===== src/pwmcs_pkg.sv =====
// constants for the control and scaled clock block
package pwmcs_pkg;
	localparam logic [7:0] ADDR_CONTROL = 8'h05;
	localparam logic [7:0] ADDR_FACTORY_TEST = 8'h06;
	localparam logic [7:0] ADDR_FACTORY_PRESCALE = 8'h07;
	localparam logic [7:0] ADDR_SCALE_A = 8'h08;
	localparam logic [7:0] ADDR_SCALE_B = 8'h09;
	localparam logic [7:0] ADDR_SCALE_COUNT_A = 8'h0A;
	localparam logic [7:0] ADDR_SCALE_COUNT_B = 8'h0B;
	localparam logic [7:0] ADDR_PRESCALE = 8'h03;
	localparam logic [7:0] ADDR_CLOCK_SELECT = 8'h02;
	localparam logic [7:0] ADDR_COUNTER_WRITE = 8'h0C;
	localparam int BIT_JOIN_HI = 5;
	localparam int BIT_JOIN_LO = 4;
	localparam int BIT_STOP_WAIT = 3;
	localparam int BIT_STOP_FREEZE = 2;
	localparam logic [7:0] CONTROL_RESET = 8'h00;
	localparam logic [7:0] CONTROL_MASK = 8'h3C;
	localparam logic [7:0] SCALE_RESET = 8'h00;
	localparam logic [7:0] PRESCALE_MASK = 8'h77;
	localparam logic [7:0] ZERO_BYTE = 8'h00;
	localparam int PRESCALE_STAGES = 7;
	localparam int FULL_SCALE = 256;
endpackage


===== src/pwmcs_prescaler.sv =====
// power-of-two prescaler giving clock a and clock b enables
`timescale 1ns/10ps
module pwmcs_prescaler #(
	parameter int STAGES = pwmcs_pkg::PRESCALE_STAGES
) (
	input wire logic i_clk,
	input wire logic i_reset,
	input wire logic i_run,
	input wire logic [2:0] i_sel_a,
	input wire logic [2:0] i_sel_b,
	output logic o_tick_a,
	output logic o_tick_b
);
	initial begin
		if (STAGES != 7) $error("prescaler needs seven stages");
	end
	logic [STAGES-1:0] count;
	logic [STAGES:0] tick;
	always_ff @(posedge i_clk) begin
		if (i_reset) count <= '0;
		else if (i_run) count <= count + 1'b1;
	end
	// stage k ticks once every 2**k enabled cycles
	assign tick[0] = i_run;
	genvar k;
	generate
		for (k = 1; k <= STAGES; k++) begin : g_tick
			assign tick[k] = i_run && (count[k-1:0] == {k{1'b1}});
		end
	endgenerate
	assign o_tick_a = tick[i_sel_a];
	assign o_tick_b = tick[i_sel_b];
endmodule


===== src/pwmcs_scaler.sv =====
// reloadable scale counter making one scaled clock
`timescale 1ns/10ps
module pwmcs_scaler (
	input wire logic i_clk,
	input wire logic i_reset,
	input wire logic i_tick,
	input wire logic i_load,
	input wire logic [7:0] i_value,
	output logic o_tick,
	output logic o_level
);
	logic [7:0] count;
	// zero reloads as 256 through the wrap of the 8-bit down count
	always_ff @(posedge i_clk) begin
		if (i_reset) begin
			count <= pwmcs_pkg::SCALE_RESET;
			o_level <= 1'b0;
		end else if (i_load) begin
			count <= i_value;
		end else if (i_tick) begin
			if (count == 8'h01) begin
				count <= i_value;
				o_level <= ~o_level;
			end else begin
				count <= count - 8'h01;
			end
		end
	end
	assign o_tick = i_tick && (count == 8'h01) && !i_load;
endmodule


===== src/pwmcs_top.sv =====
// control register, low-power gating and scaled clocks of the pwm
`timescale 1ns/10ps
module pwmcs_top (
	input wire logic i_clk,
	input wire logic i_reset,
	input wire logic i_ce,
	input wire logic i_wait_mode,
	input wire logic i_freeze_mode,
	input wire logic [7:0] i_addr,
	input wire logic [7:0] i_wdata,
	input wire logic i_wr,
	input wire logic i_rd,
	output logic [7:0] o_rdata,
	output logic [3:0] o_chan_tick,
	output logic o_scaled_clock_a,
	output logic o_scaled_clock_b,
	output logic o_join_pair_hi,
	output logic o_join_pair_lo,
	output logic [1:0] o_pulse_output_sel,
	output logic [3:0] o_counter_reset,
	output logic o_prescale_running
);
	logic [7:0] pwm_control;
	logic [7:0] scale_a_value;
	logic [7:0] scale_b_value;
	logic [7:0] prescale_select;
	logic [3:0] clock_select;
	logic prescale_run;
	logic tick_a, tick_b, stick_a, stick_b, level_a, level_b;
	logic wr_scale_a, wr_scale_b;
	logic [7:0] load_a, load_b;
	logic [7:0] next_rdata;
	logic [3:0] next_chan_tick;
	logic [3:0] next_counter_reset;

	// gating is combinational so the clock stops in the same cycle as the mode
	assign prescale_run = i_ce
		&& !(pwm_control[pwmcs_pkg::BIT_STOP_WAIT] && i_wait_mode)
		&& !(pwm_control[pwmcs_pkg::BIT_STOP_FREEZE] && i_freeze_mode);
	assign wr_scale_a = i_ce && i_wr && (i_addr == pwmcs_pkg::ADDR_SCALE_A);
	assign wr_scale_b = i_ce && i_wr && (i_addr == pwmcs_pkg::ADDR_SCALE_B);
	// terminal reloads must use the stored scale, not whatever sits on the bus
	assign load_a = wr_scale_a ? i_wdata : scale_a_value;
	assign load_b = wr_scale_b ? i_wdata : scale_b_value;

	// register writes ignore freeze so software can always reach them
	always_ff @(posedge i_clk) begin
		if (i_reset) begin
			pwm_control <= pwmcs_pkg::CONTROL_RESET;
		end else if (i_ce && i_wr && i_addr == pwmcs_pkg::ADDR_CONTROL) begin
			pwm_control <= i_wdata & pwmcs_pkg::CONTROL_MASK;
		end
	end

	always_ff @(posedge i_clk) begin
		if (i_reset) begin
			scale_a_value <= pwmcs_pkg::SCALE_RESET;
			scale_b_value <= pwmcs_pkg::SCALE_RESET;
		end else begin
			if (wr_scale_a) scale_a_value <= i_wdata;
			if (wr_scale_b) scale_b_value <= i_wdata;
		end
	end

	always_ff @(posedge i_clk) begin
		if (i_reset) begin
			prescale_select <= pwmcs_pkg::ZERO_BYTE;
			clock_select <= 4'h0;
		end else if (i_ce && i_wr) begin
			if (i_addr == pwmcs_pkg::ADDR_PRESCALE)
				prescale_select <= i_wdata & pwmcs_pkg::PRESCALE_MASK;
			if (i_addr == pwmcs_pkg::ADDR_CLOCK_SELECT)
				clock_select <= i_wdata[3:0];
		end
	end

	pwmcs_prescaler u_prescaler (
		.i_clk(i_clk),
		.i_reset(i_reset),
		.i_run(prescale_run),
		.i_sel_a(prescale_select[2:0]),
		.i_sel_b(prescale_select[6:4]),
		.o_tick_a(tick_a),
		.o_tick_b(tick_b)
	);

	pwmcs_scaler u_scaler_a (
		.i_clk(i_clk),
		.i_reset(i_reset),
		.i_tick(tick_a),
		.i_load(wr_scale_a),
		.i_value(load_a),
		.o_tick(stick_a),
		.o_level(level_a)
	);

	pwmcs_scaler u_scaler_b (
		.i_clk(i_clk),
		.i_reset(i_reset),
		.i_tick(tick_b),
		.i_load(wr_scale_b),
		.i_value(load_b),
		.o_tick(stick_b),
		.o_level(level_b)
	);

	// channel counters advance on clock a/b ticks, or on scaled edges when their clock select bit is set: one tick per scaled half period
	always_comb begin
		next_chan_tick[0] = clock_select[0] ? stick_a : tick_a;
		next_chan_tick[1] = clock_select[1] ? stick_a : tick_a;
		next_chan_tick[2] = clock_select[2] ? stick_b : tick_b;
		next_chan_tick[3] = clock_select[3] ? stick_b : tick_b;
		// joined pair runs from the higher (odd) channel's clock select
		if (pwm_control[pwmcs_pkg::BIT_JOIN_LO])
			next_chan_tick[0] = next_chan_tick[1];
		if (pwm_control[pwmcs_pkg::BIT_JOIN_HI])
			next_chan_tick[2] = next_chan_tick[3];
	end

	always_comb begin
		next_counter_reset = 4'h0;
		if (i_ce && i_wr && i_addr[7:2] == pwmcs_pkg::ADDR_COUNTER_WRITE[7:2])
			next_counter_reset[i_addr[1:0]] = 1'b1;
		// a write to either byte of a joined counter clears both halves
		if (pwm_control[pwmcs_pkg::BIT_JOIN_LO] && |next_counter_reset[1:0])
			next_counter_reset[1:0] = 2'b11;
		if (pwm_control[pwmcs_pkg::BIT_JOIN_HI] && |next_counter_reset[3:2])
			next_counter_reset[3:2] = 2'b11;
	end

	always_comb begin
		next_rdata = pwmcs_pkg::ZERO_BYTE;
		unique case (i_addr)
			pwmcs_pkg::ADDR_CONTROL: next_rdata = pwm_control;
			pwmcs_pkg::ADDR_SCALE_A: next_rdata = scale_a_value;
			pwmcs_pkg::ADDR_SCALE_B: next_rdata = scale_b_value;
			pwmcs_pkg::ADDR_PRESCALE: next_rdata = prescale_select;
			pwmcs_pkg::ADDR_CLOCK_SELECT: next_rdata = {4'h0, clock_select};
			// factory and scale count locations read zero and store nothing
			pwmcs_pkg::ADDR_FACTORY_TEST,
			pwmcs_pkg::ADDR_FACTORY_PRESCALE,
			pwmcs_pkg::ADDR_SCALE_COUNT_A,
			pwmcs_pkg::ADDR_SCALE_COUNT_B: next_rdata = pwmcs_pkg::ZERO_BYTE;
			default: next_rdata = pwmcs_pkg::ZERO_BYTE;
		endcase
	end

	always_ff @(posedge i_clk) begin
		if (i_reset) begin
			o_rdata <= pwmcs_pkg::ZERO_BYTE;
		end else if (i_ce) begin
			o_rdata <= i_rd ? next_rdata : pwmcs_pkg::ZERO_BYTE;
		end
	end

	always_ff @(posedge i_clk) begin
		if (i_reset) begin
			o_chan_tick <= 4'h0;
			o_counter_reset <= 4'h0;
			o_scaled_clock_a <= 1'b0;
			o_scaled_clock_b <= 1'b0;
			o_prescale_running <= 1'b0;
		end else if (i_ce) begin
			o_chan_tick <= next_chan_tick;
			o_counter_reset <= next_counter_reset;
			o_scaled_clock_a <= level_a;
			o_scaled_clock_b <= level_b;
			o_prescale_running <= prescale_run;
		end
	end

	always_ff @(posedge i_clk) begin
		if (i_reset) begin
			o_join_pair_hi <= 1'b0;
			o_join_pair_lo <= 1'b0;
			o_pulse_output_sel <= 2'b00;
		end else if (i_ce) begin
			o_join_pair_hi <= pwm_control[pwmcs_pkg::BIT_JOIN_HI];
			o_join_pair_lo <= pwm_control[pwmcs_pkg::BIT_JOIN_LO];
			// bit set: joined pair drives only the low channel pin
			o_pulse_output_sel <= {pwm_control[pwmcs_pkg::BIT_JOIN_HI],
				pwm_control[pwmcs_pkg::BIT_JOIN_LO]};
		end
	end

	a_reset_control: assert property (@(posedge i_clk) i_reset |=> pwm_control == 8'h00)
		else $error("control not zero after reset");
	a_wait_gate: assert property (@(posedge i_clk) disable iff (i_reset)
		(pwm_control[3] && i_wait_mode) |-> !prescale_run)
		else $error("prescaler runs in wait");
	a_freeze_gate: assert property (@(posedge i_clk) disable iff (i_reset)
		(pwm_control[2] && i_freeze_mode) |-> !tick_a && !tick_b)
		else $error("prescaler runs in freeze");
	a_freeze_resume: assert property (@(posedge i_clk) disable iff (i_reset)
		(i_ce && !i_freeze_mode && !(pwm_control[3] && i_wait_mode)) |-> prescale_run)
		else $error("prescaler not resumed");
	a_test_reads_zero: assert property (@(posedge i_clk) disable iff (i_reset)
		(i_ce && i_rd && (i_addr == 8'h06 || i_addr == 8'h0A)) |=> o_rdata == 8'h00)
		else $error("factory location not zero");
	a_scale_write: assert property (@(posedge i_clk) disable iff (i_reset)
		wr_scale_a |=> scale_a_value == $past(i_wdata) && u_scaler_a.count == $past(i_wdata))
		else $error("scale a not reloaded");
	a_scaled_toggle: assert property (@(posedge i_clk) disable iff (i_reset)
		(tick_b && u_scaler_b.count == 8'h01 && !wr_scale_b) |=> level_b != $past(level_b))
		else $error("scaled b did not toggle");
	a_join_tick: assert property (@(posedge i_clk) disable iff (i_reset)
		(i_ce && pwm_control[4]) |=> o_chan_tick[0] == o_chan_tick[1])
		else $error("joined pair ticks differ");
	a_join_reset: assert property (@(posedge i_clk) disable iff (i_reset)
		(i_ce && pwm_control[5] && i_wr && i_addr == 8'h0E) |=> o_counter_reset[3:2] == 2'b11)
		else $error("joined counter not fully reset");
endmodule


===== config.mk =====
export PLATFORM = sky130hd
export DESIGN_NAME = pwmcs_top
export DESIGN_NICKNAME = d
export VERILOG_FILES = /design/src/pwmcs_pkg.sv /design/src/pwmcs_prescaler.sv /design/src/pwmcs_scaler.sv /design/src/pwmcs_top.sv
export SDC_FILE = /design/constraint.sdc
export NUM_CORES = 1
export LEC_CHECK = 0
export BUFFER_PORTS_ARGS = -buffer_cell sky130_fd_sc_hd__buf_4
export CAP_MARGIN = 20
export CORE_MARGIN = 2
export CORE_UTILIZATION = 50
export DETAILED_ROUTE_END_ITERATION = 10
export PLACE_DENSITY = 0.76
export SLEW_MARGIN = 0
export SYNTH_ARGS = -nofsm -noshare
export SYNTH_HDL_FRONTEND = slang
export SYNTH_SLANG_ARGS = --single-unit

===== constraint.sdc =====
create_clock -name i_clk -period 2.7 [get_ports i_clk]
set_input_delay 0.54 -clock i_clk [delete_from_list [all_inputs] [get_ports i_clk]]
set_output_delay 0.54 -clock i_clk [all_outputs]
set_load 0.01 [all_outputs]

# After elaboration in Yosys (flattened, before gate mapping)
# Cells that the tools add are included.
# classes
add_sub_neg,3
magnitude_cmp,4
eq_ne,14
n_mux,25
n_bitwise,4
n_reduce_logical,35
# op_table
cell,count
8-bit 2-to-1 mux,9
8-bit one-hot mux with 5 select lines,1
1-bit logical AND,23
8-bit by 1-bit == test with 1-bit output (second input constant),2
8-bit by 2-bit == test with 1-bit output (second input constant),2
8-bit by 4-bit == test with 1-bit output (second input constant),2
8-bit by 1-bit subtractor with 8-bit output (second input constant),2
1-bit 2-to-1 mux,9
8-bit by 3-bit == test with 1-bit output (second input constant),1
3-bit by 4-bit less-than comparator with 1-bit output (second input constant),2
7-bit by 1-bit adder with 7-bit output (second input constant),1
7-bit == test (second input constant),1
1-bit binary-select mux with 3-bit select,2
6-bit by 2-bit == test with 1-bit output (second input constant),1
6-bit == test (second input constant),1
3-bit AND reduction,2
5-bit == test (second input constant),1
4-bit == test (second input constant),1
1-bit logical NOT,4
2-bit 2-to-1 mux,2
4-bit 2-to-1 mux,1
1-bit NOT,4
2-bit AND reduction,2
2-bit nonzero test,2
other kinds (6),7
# word_totals
ff_bits,78
in_bits,23
output_inout_bits,23
elab_cells,104

# Logic depth before layout (Yosys ltp)
# logic_depth
word_depth,11
mapped_depth,11
depth_no_buf,10

# By module
# A second synthesis with hierarchy kept.
# hier_totals
cells_unflattened,436
area_unflattened_um2,4025.1
# by_module_without_submodules
module,instances,cells_each,area_per_inst_um2,seq_area_each_um2
pwmcs_top,1,233,2369.8,1021.0
pwmcs_scaler,2,74,601.8,180.2
pwmcs_prescaler,1,55,451.7,140.1

# Least setup slack after synthesis
# No wires, ideal clock.
# synth_path
kind,input to register
startpoint,input i_addr[5]
endpoint,register u_scaler_b.count[6]
setup_time_ns,0.117
arrival_ns,2.335
required_ns,2.583
setup_slack_ns,0.248
path_stages,7
path_buffers,1
path_cell_list,or4_1 buf_2 nor4_4 mux2i_1 mux2_2 mux2i_1 a22o_1
# synth_via
elab_chain_len,6
elab_cells_between_ends,7
classes_between,eq/ne (1); mux (4); reduce/logical (2)
# synth_lines
item,line_no,text
"start, declared",pwmcs_top.sv:9,"input wire logic [7:0] i_addr,"
8-bit by 4-bit == test with 1-bit output (*),pwmcs_top.sv:41,assign wr_scale_b = i_ce && i_wr && (i_addr == pwmcs_pkg::ADDR_SCALE_B);
1-bit logical AND (*),pwmcs_top.sv:41,
8-bit 2-to-1 mux,--,
8-bit 2-to-1 mux,pwmcs_scaler.sv:21,if (count == 8'h01) begin
8-bit 2-to-1 mux,pwmcs_scaler.sv:20,end else if (i_tick) begin
8-bit 2-to-1 mux,pwmcs_scaler.sv:18,end else if (i_load) begin
"end signal, assigned",pwmcs_scaler.sv:19,count <= i_value;
"end signal, assigned",pwmcs_scaler.sv:22,count <= i_value;
"end signal, assigned",pwmcs_scaler.sv:25,count <= count - 8'h01;
"end, declared",pwmcs_scaler.sv:12,logic [7:0] count;
# Every way passes the cells marked *; elsewhere a longest branch is shown, timed or not. The select of a mux whose other input is x is not followed.
# A chain may end at the register's enable or synchronous reset.

# Final worst setup path
# layout_path
startpoint,register u_prescaler.count[1]
endpoint,register u_scaler_b.count[7]
# layout_via
elab_chain_len,5
elab_cells_between_ends,15
classes_between,eq/ne (6); mux (2); reduce/logical (7)
# layout_lines
item,line_no,text
"start, declared",pwmcs_prescaler.sv:17,logic [STAGES-1:0] count;
"start signal, assigned",pwmcs_prescaler.sv:21,else if (i_run) count <= count + 1'b1;
7-bit == test (tied with other cells),pwmcs_prescaler.sv:28,assign tick[k] = i_run && (count[k-1:0] == {k{1'b1}});
1-bit logical AND,pwmcs_prescaler.sv:28,
1-bit binary-select mux with 3-bit select (*),pwmcs_prescaler.sv:32,assign o_tick_b = tick[i_sel_b];
1-bit 2-to-1 mux (not written as such) (*),pwmcs_prescaler.sv:32,
2-bit nonzero test (no line) (*),--,
"end signal, assigned",pwmcs_scaler.sv:16,count <= pwmcs_pkg::SCALE_RESET;
"end signal, assigned",pwmcs_scaler.sv:19,
"end signal, assigned",pwmcs_scaler.sv:22,
# Marked as above.

==> results_dict.tcl <==
set metrics [dict create \
    clock-root-buffer "clkbuf_8" \
    ys_async_sr_fraction 0 \
    gr-usage-met2 0.408 \
    syn_to_final_growth_pct 17.9 \
    ir_worst_vdd_mv 0.390 \
    diodes 0 \
    die_y_um 91.7 \
    cts_buffers 9 \
    busiest_layer "met2" \
    groute.layer.met1.usage 0.336 \
    synth-seq-area-share 0.396 \
    drv_cap 0 \
    worstHoldPathCells 3 \
    hold_buffers 0 \
    hold_viol_final 0 \
    routedWlPerCell_um 16.4 \
    cp.arrival_ns 2.90 \
    stdcell_area_mm2 0.00453 \
    cts_tree "built" \
    cp-startpoint "u_prescaler.count[1]$_SDFFE_PP0N_" \
    final_common_cell "dfxtp_1" \
    fmax_mhz 381 \
    worst_slew_pin_slew_ns 0.951 \
    fin_worst_skew_ns 0.0112 \
    grt_pass1_wl_um 16600 \
    reg2reg_depth 8 \
    synth_top_area_cell "dfxtp_1" \
    via_per_inst 5.76 \
    setup_violations 0 \
    holdWs_ns 0.448 \
    rsz0062_at_grt "no" \
    num_vias 3578 \
    num_rows 31 \
    clk_pin_slew_ns 0.09 \
    routed_wl_um 10200 \
    gr-usage-met3 0.0526 \
    final_max_slew_viol_count 0 \
    drt_iter0_markers 239 \
    crit_family "compound AO/OA/AOI/OAI gates" \
    crit_chain "ha_1, ha_1, mux2i_1, a21oi_1, o21ai_0, or2_2, a211o_1, a211oi_1" \
    fin_tns_setup_ns 0 \
    pin_count 46 \
    worstSkewPairLatency_ns 0.36 \
    placed_cells 605 \
    period_share 0.972 \
    mostFrequentLayoutCells "dfxtp_1 (76), nand2_1 (67), buf_4 (61), nor2_1 (60), a21oi_1 (39)" \
    cts.path.max_buffers 2 \
    grt_pass1_vias 3323 \
    ys_seq_elements 76 \
    netlist.area_leader.share 0.396 \
    ys_top_cells_by_area "dfxtp_1 (40%), mux2i_1 (8.9%), nand2_1 (6.5%)" \
    outcome "completed" \
    cp-end-kind "flop" \
    hold_start "i_wdata[7]" \
    ant_nets 0 \
    powerDensity_mw_per_mm2 577 \
    period_needed_ns 2.63 \
    hpwl_um 7170 \
    groute.usage.overall 0.251 \
    core_area_mm2 0.00733 \
    crit_required_ns 2.97 \
    start_kind "flop" \
    syn-mean-instance-area_um2 8.15 \
    critPathBufInv 0 \
    crit_slowest_cell "or2_2" \
    hp-class "input pin to flop" \
    syn_nets 502 \
    instances_no_fill 621 \
    p_leak_nw 1.82 \
    ys_warn_count 0 \
    path_class "flop to flop" \
    drtPass1Iterations 5 \
    syn_inst 472 \
    slew_headroom 0.359 \
    htreeDepth 3 \
    drc 0 \
    die_w_um 91.7 \
    cts_setup_buffers 0 \
    nets 547 \
    r2r_end "u_scaler_b.count[7]$_SDFFE_PP0P_" \
    grt-ovfl-total 0 \
    drive_gt1_frac 0.178 \
    antenna_found_initial 0 \
    syn_area_mm2 0.00384 \
    synth_edf_count 0 \
    dpl_cell_area_mm2 0.00433 \
    slowest_delay_ns 0.51 \
    port_buffers 45 \
    place_congestion 0.896 \
    die_area_mm2 0.00841 \
    cpMostUsedCell "ha_1" \
    yosysUniqueCellTypes 51 \
    r2r_setup_slack_ns 0.07 \
    start_util 0.524 \
    ys.flop_type "dfxtp_1" \
    clock-sinks 76 \
    crit-reg2reg-launch "u_prescaler.count[1]$_SDFFE_PP0N_" \
    critPathMaxFanout 7 \
    total_power_mw 2.61 \
    grt_max_degree 50 \
    hold_end "scale_b_value[7]$_SDFF_PP0_" \
]
[tightest hold or removal path: cells and delay by family]
family          cells  cell delay [ns]
simple gates        1             0.05
buf+inv             1             0.12
compound gates      1             0.05
[layer usage]
| layer | up-vias | routed length, um |
|---|---|---|
| met3 | 11 | 643 |
| li1 | 1752 | - |
| met1 | 1701 | 4650 |
| met5 | - | 0 |
| met2 | 114 | 4760 |
| met4 | 0 | 154 |
[stage by stage]
step	utilization	setup WS, ns
floorplan	-	0.248
global placement	0.591	0.109
detailed placement	0.591	0.100
CTS	0.618	0.0677
global route	0.618	0.0577
finish	0.618	0.0747
[worst max path at each step]
| stage | to | slack (ns) | cells after the start |
|---|---|---|---|
| 2_1_floorplan | u_scaler_b.count[6]$_SDFFE_PP0P_ | 0.25 | 7 |
| 5_1_grt | u_scaler_b.count[7]$_SDFFE_PP0P_ | 0.06 | 8 |
| 4_1_cts | u_scaler_b.count[6]$_SDFFE_PP0P_ | 0.07 | 8 |
| 3_5_place_dp | u_scaler_b.count[5]$_SDFFE_PP0P_ | 0.10 | 7 |
| 3_3_place_gp | u_scaler_b.count[6]$_SDFFE_PP0P_ | 0.11 | 8 |
| 6_report | u_scaler_b.count[7]$_SDFFE_PP0P_ | 0.07 | 8 |
[cells in the mapped netlist (4+ instances only)]
cell	n
nor2_1	61
clkbuf_1	21
mux2i_1	34
o211ai_1	8
nand3_1	10
inv_1	13
a31oi_1	4
xor2_1	6
nand3b_1	6
nor3_1	7
nor2b_1	5
ha_1	7
dfxtp_1	76
o21ai_0	17
xnor2_1	6
nand4_1	4
or2_2	4
nor4_1	8
mux2_2	7
o22ai_1	5
a22oi_1	9
a211oi_1	7
a311oi_1	4
a21oi_1	39
nand2_1	67
nand2b_1	4
[area by class of cell]
cell class	count	area, um^2
flip-flops and latches	76	1520
repair buffers	62	478
fillers	626	2800
well taps	99	124
multi-input cells	354	2160
clock buffers	10	138
inverters	14	52.6
clock inverters	6	63.8
[power breakdown]
group	switching [mW]	total [mW]	internal, mW
registers	0.0501	1.23	1.18
logic	0.265	0.498	0.233
clock network	0.440	0.890	0.450
total	0.755	2.61	1.86
[flip-flops by register name (all words and copies together) (netlist names), 4 cells and up]
name / count
u_scaler_b.count: 8
prescale_select: 6
u_prescaler.count: 7
o_chan_tick: 4
o_counter_reset: 4
scale_b_value: 8
scale_a_value: 8
o_rdata: 8
u_scaler_a.count: 8
clock_select: 4
pwm_control: 4
[repair_timing]
item,CTS,global route
endpoints found under the setup margin,0,6
hold endpoints to repair,0,0
resized for setup,0,1
[cell families (layout without fill, tap and decap cells)]
group	count (synthesis)	in the layout	synth area share
simple gates	188	188	0.226
compound gates	106	106	0.173
flops	76	76	0.396
buf+inv	42	92	0.0459
mux	41	41	0.109
xor+xnor	12	12	0.0273
fa+ha+maj	7	7	0.0228
Note: power is estimated with default switching activity, not from simulation.
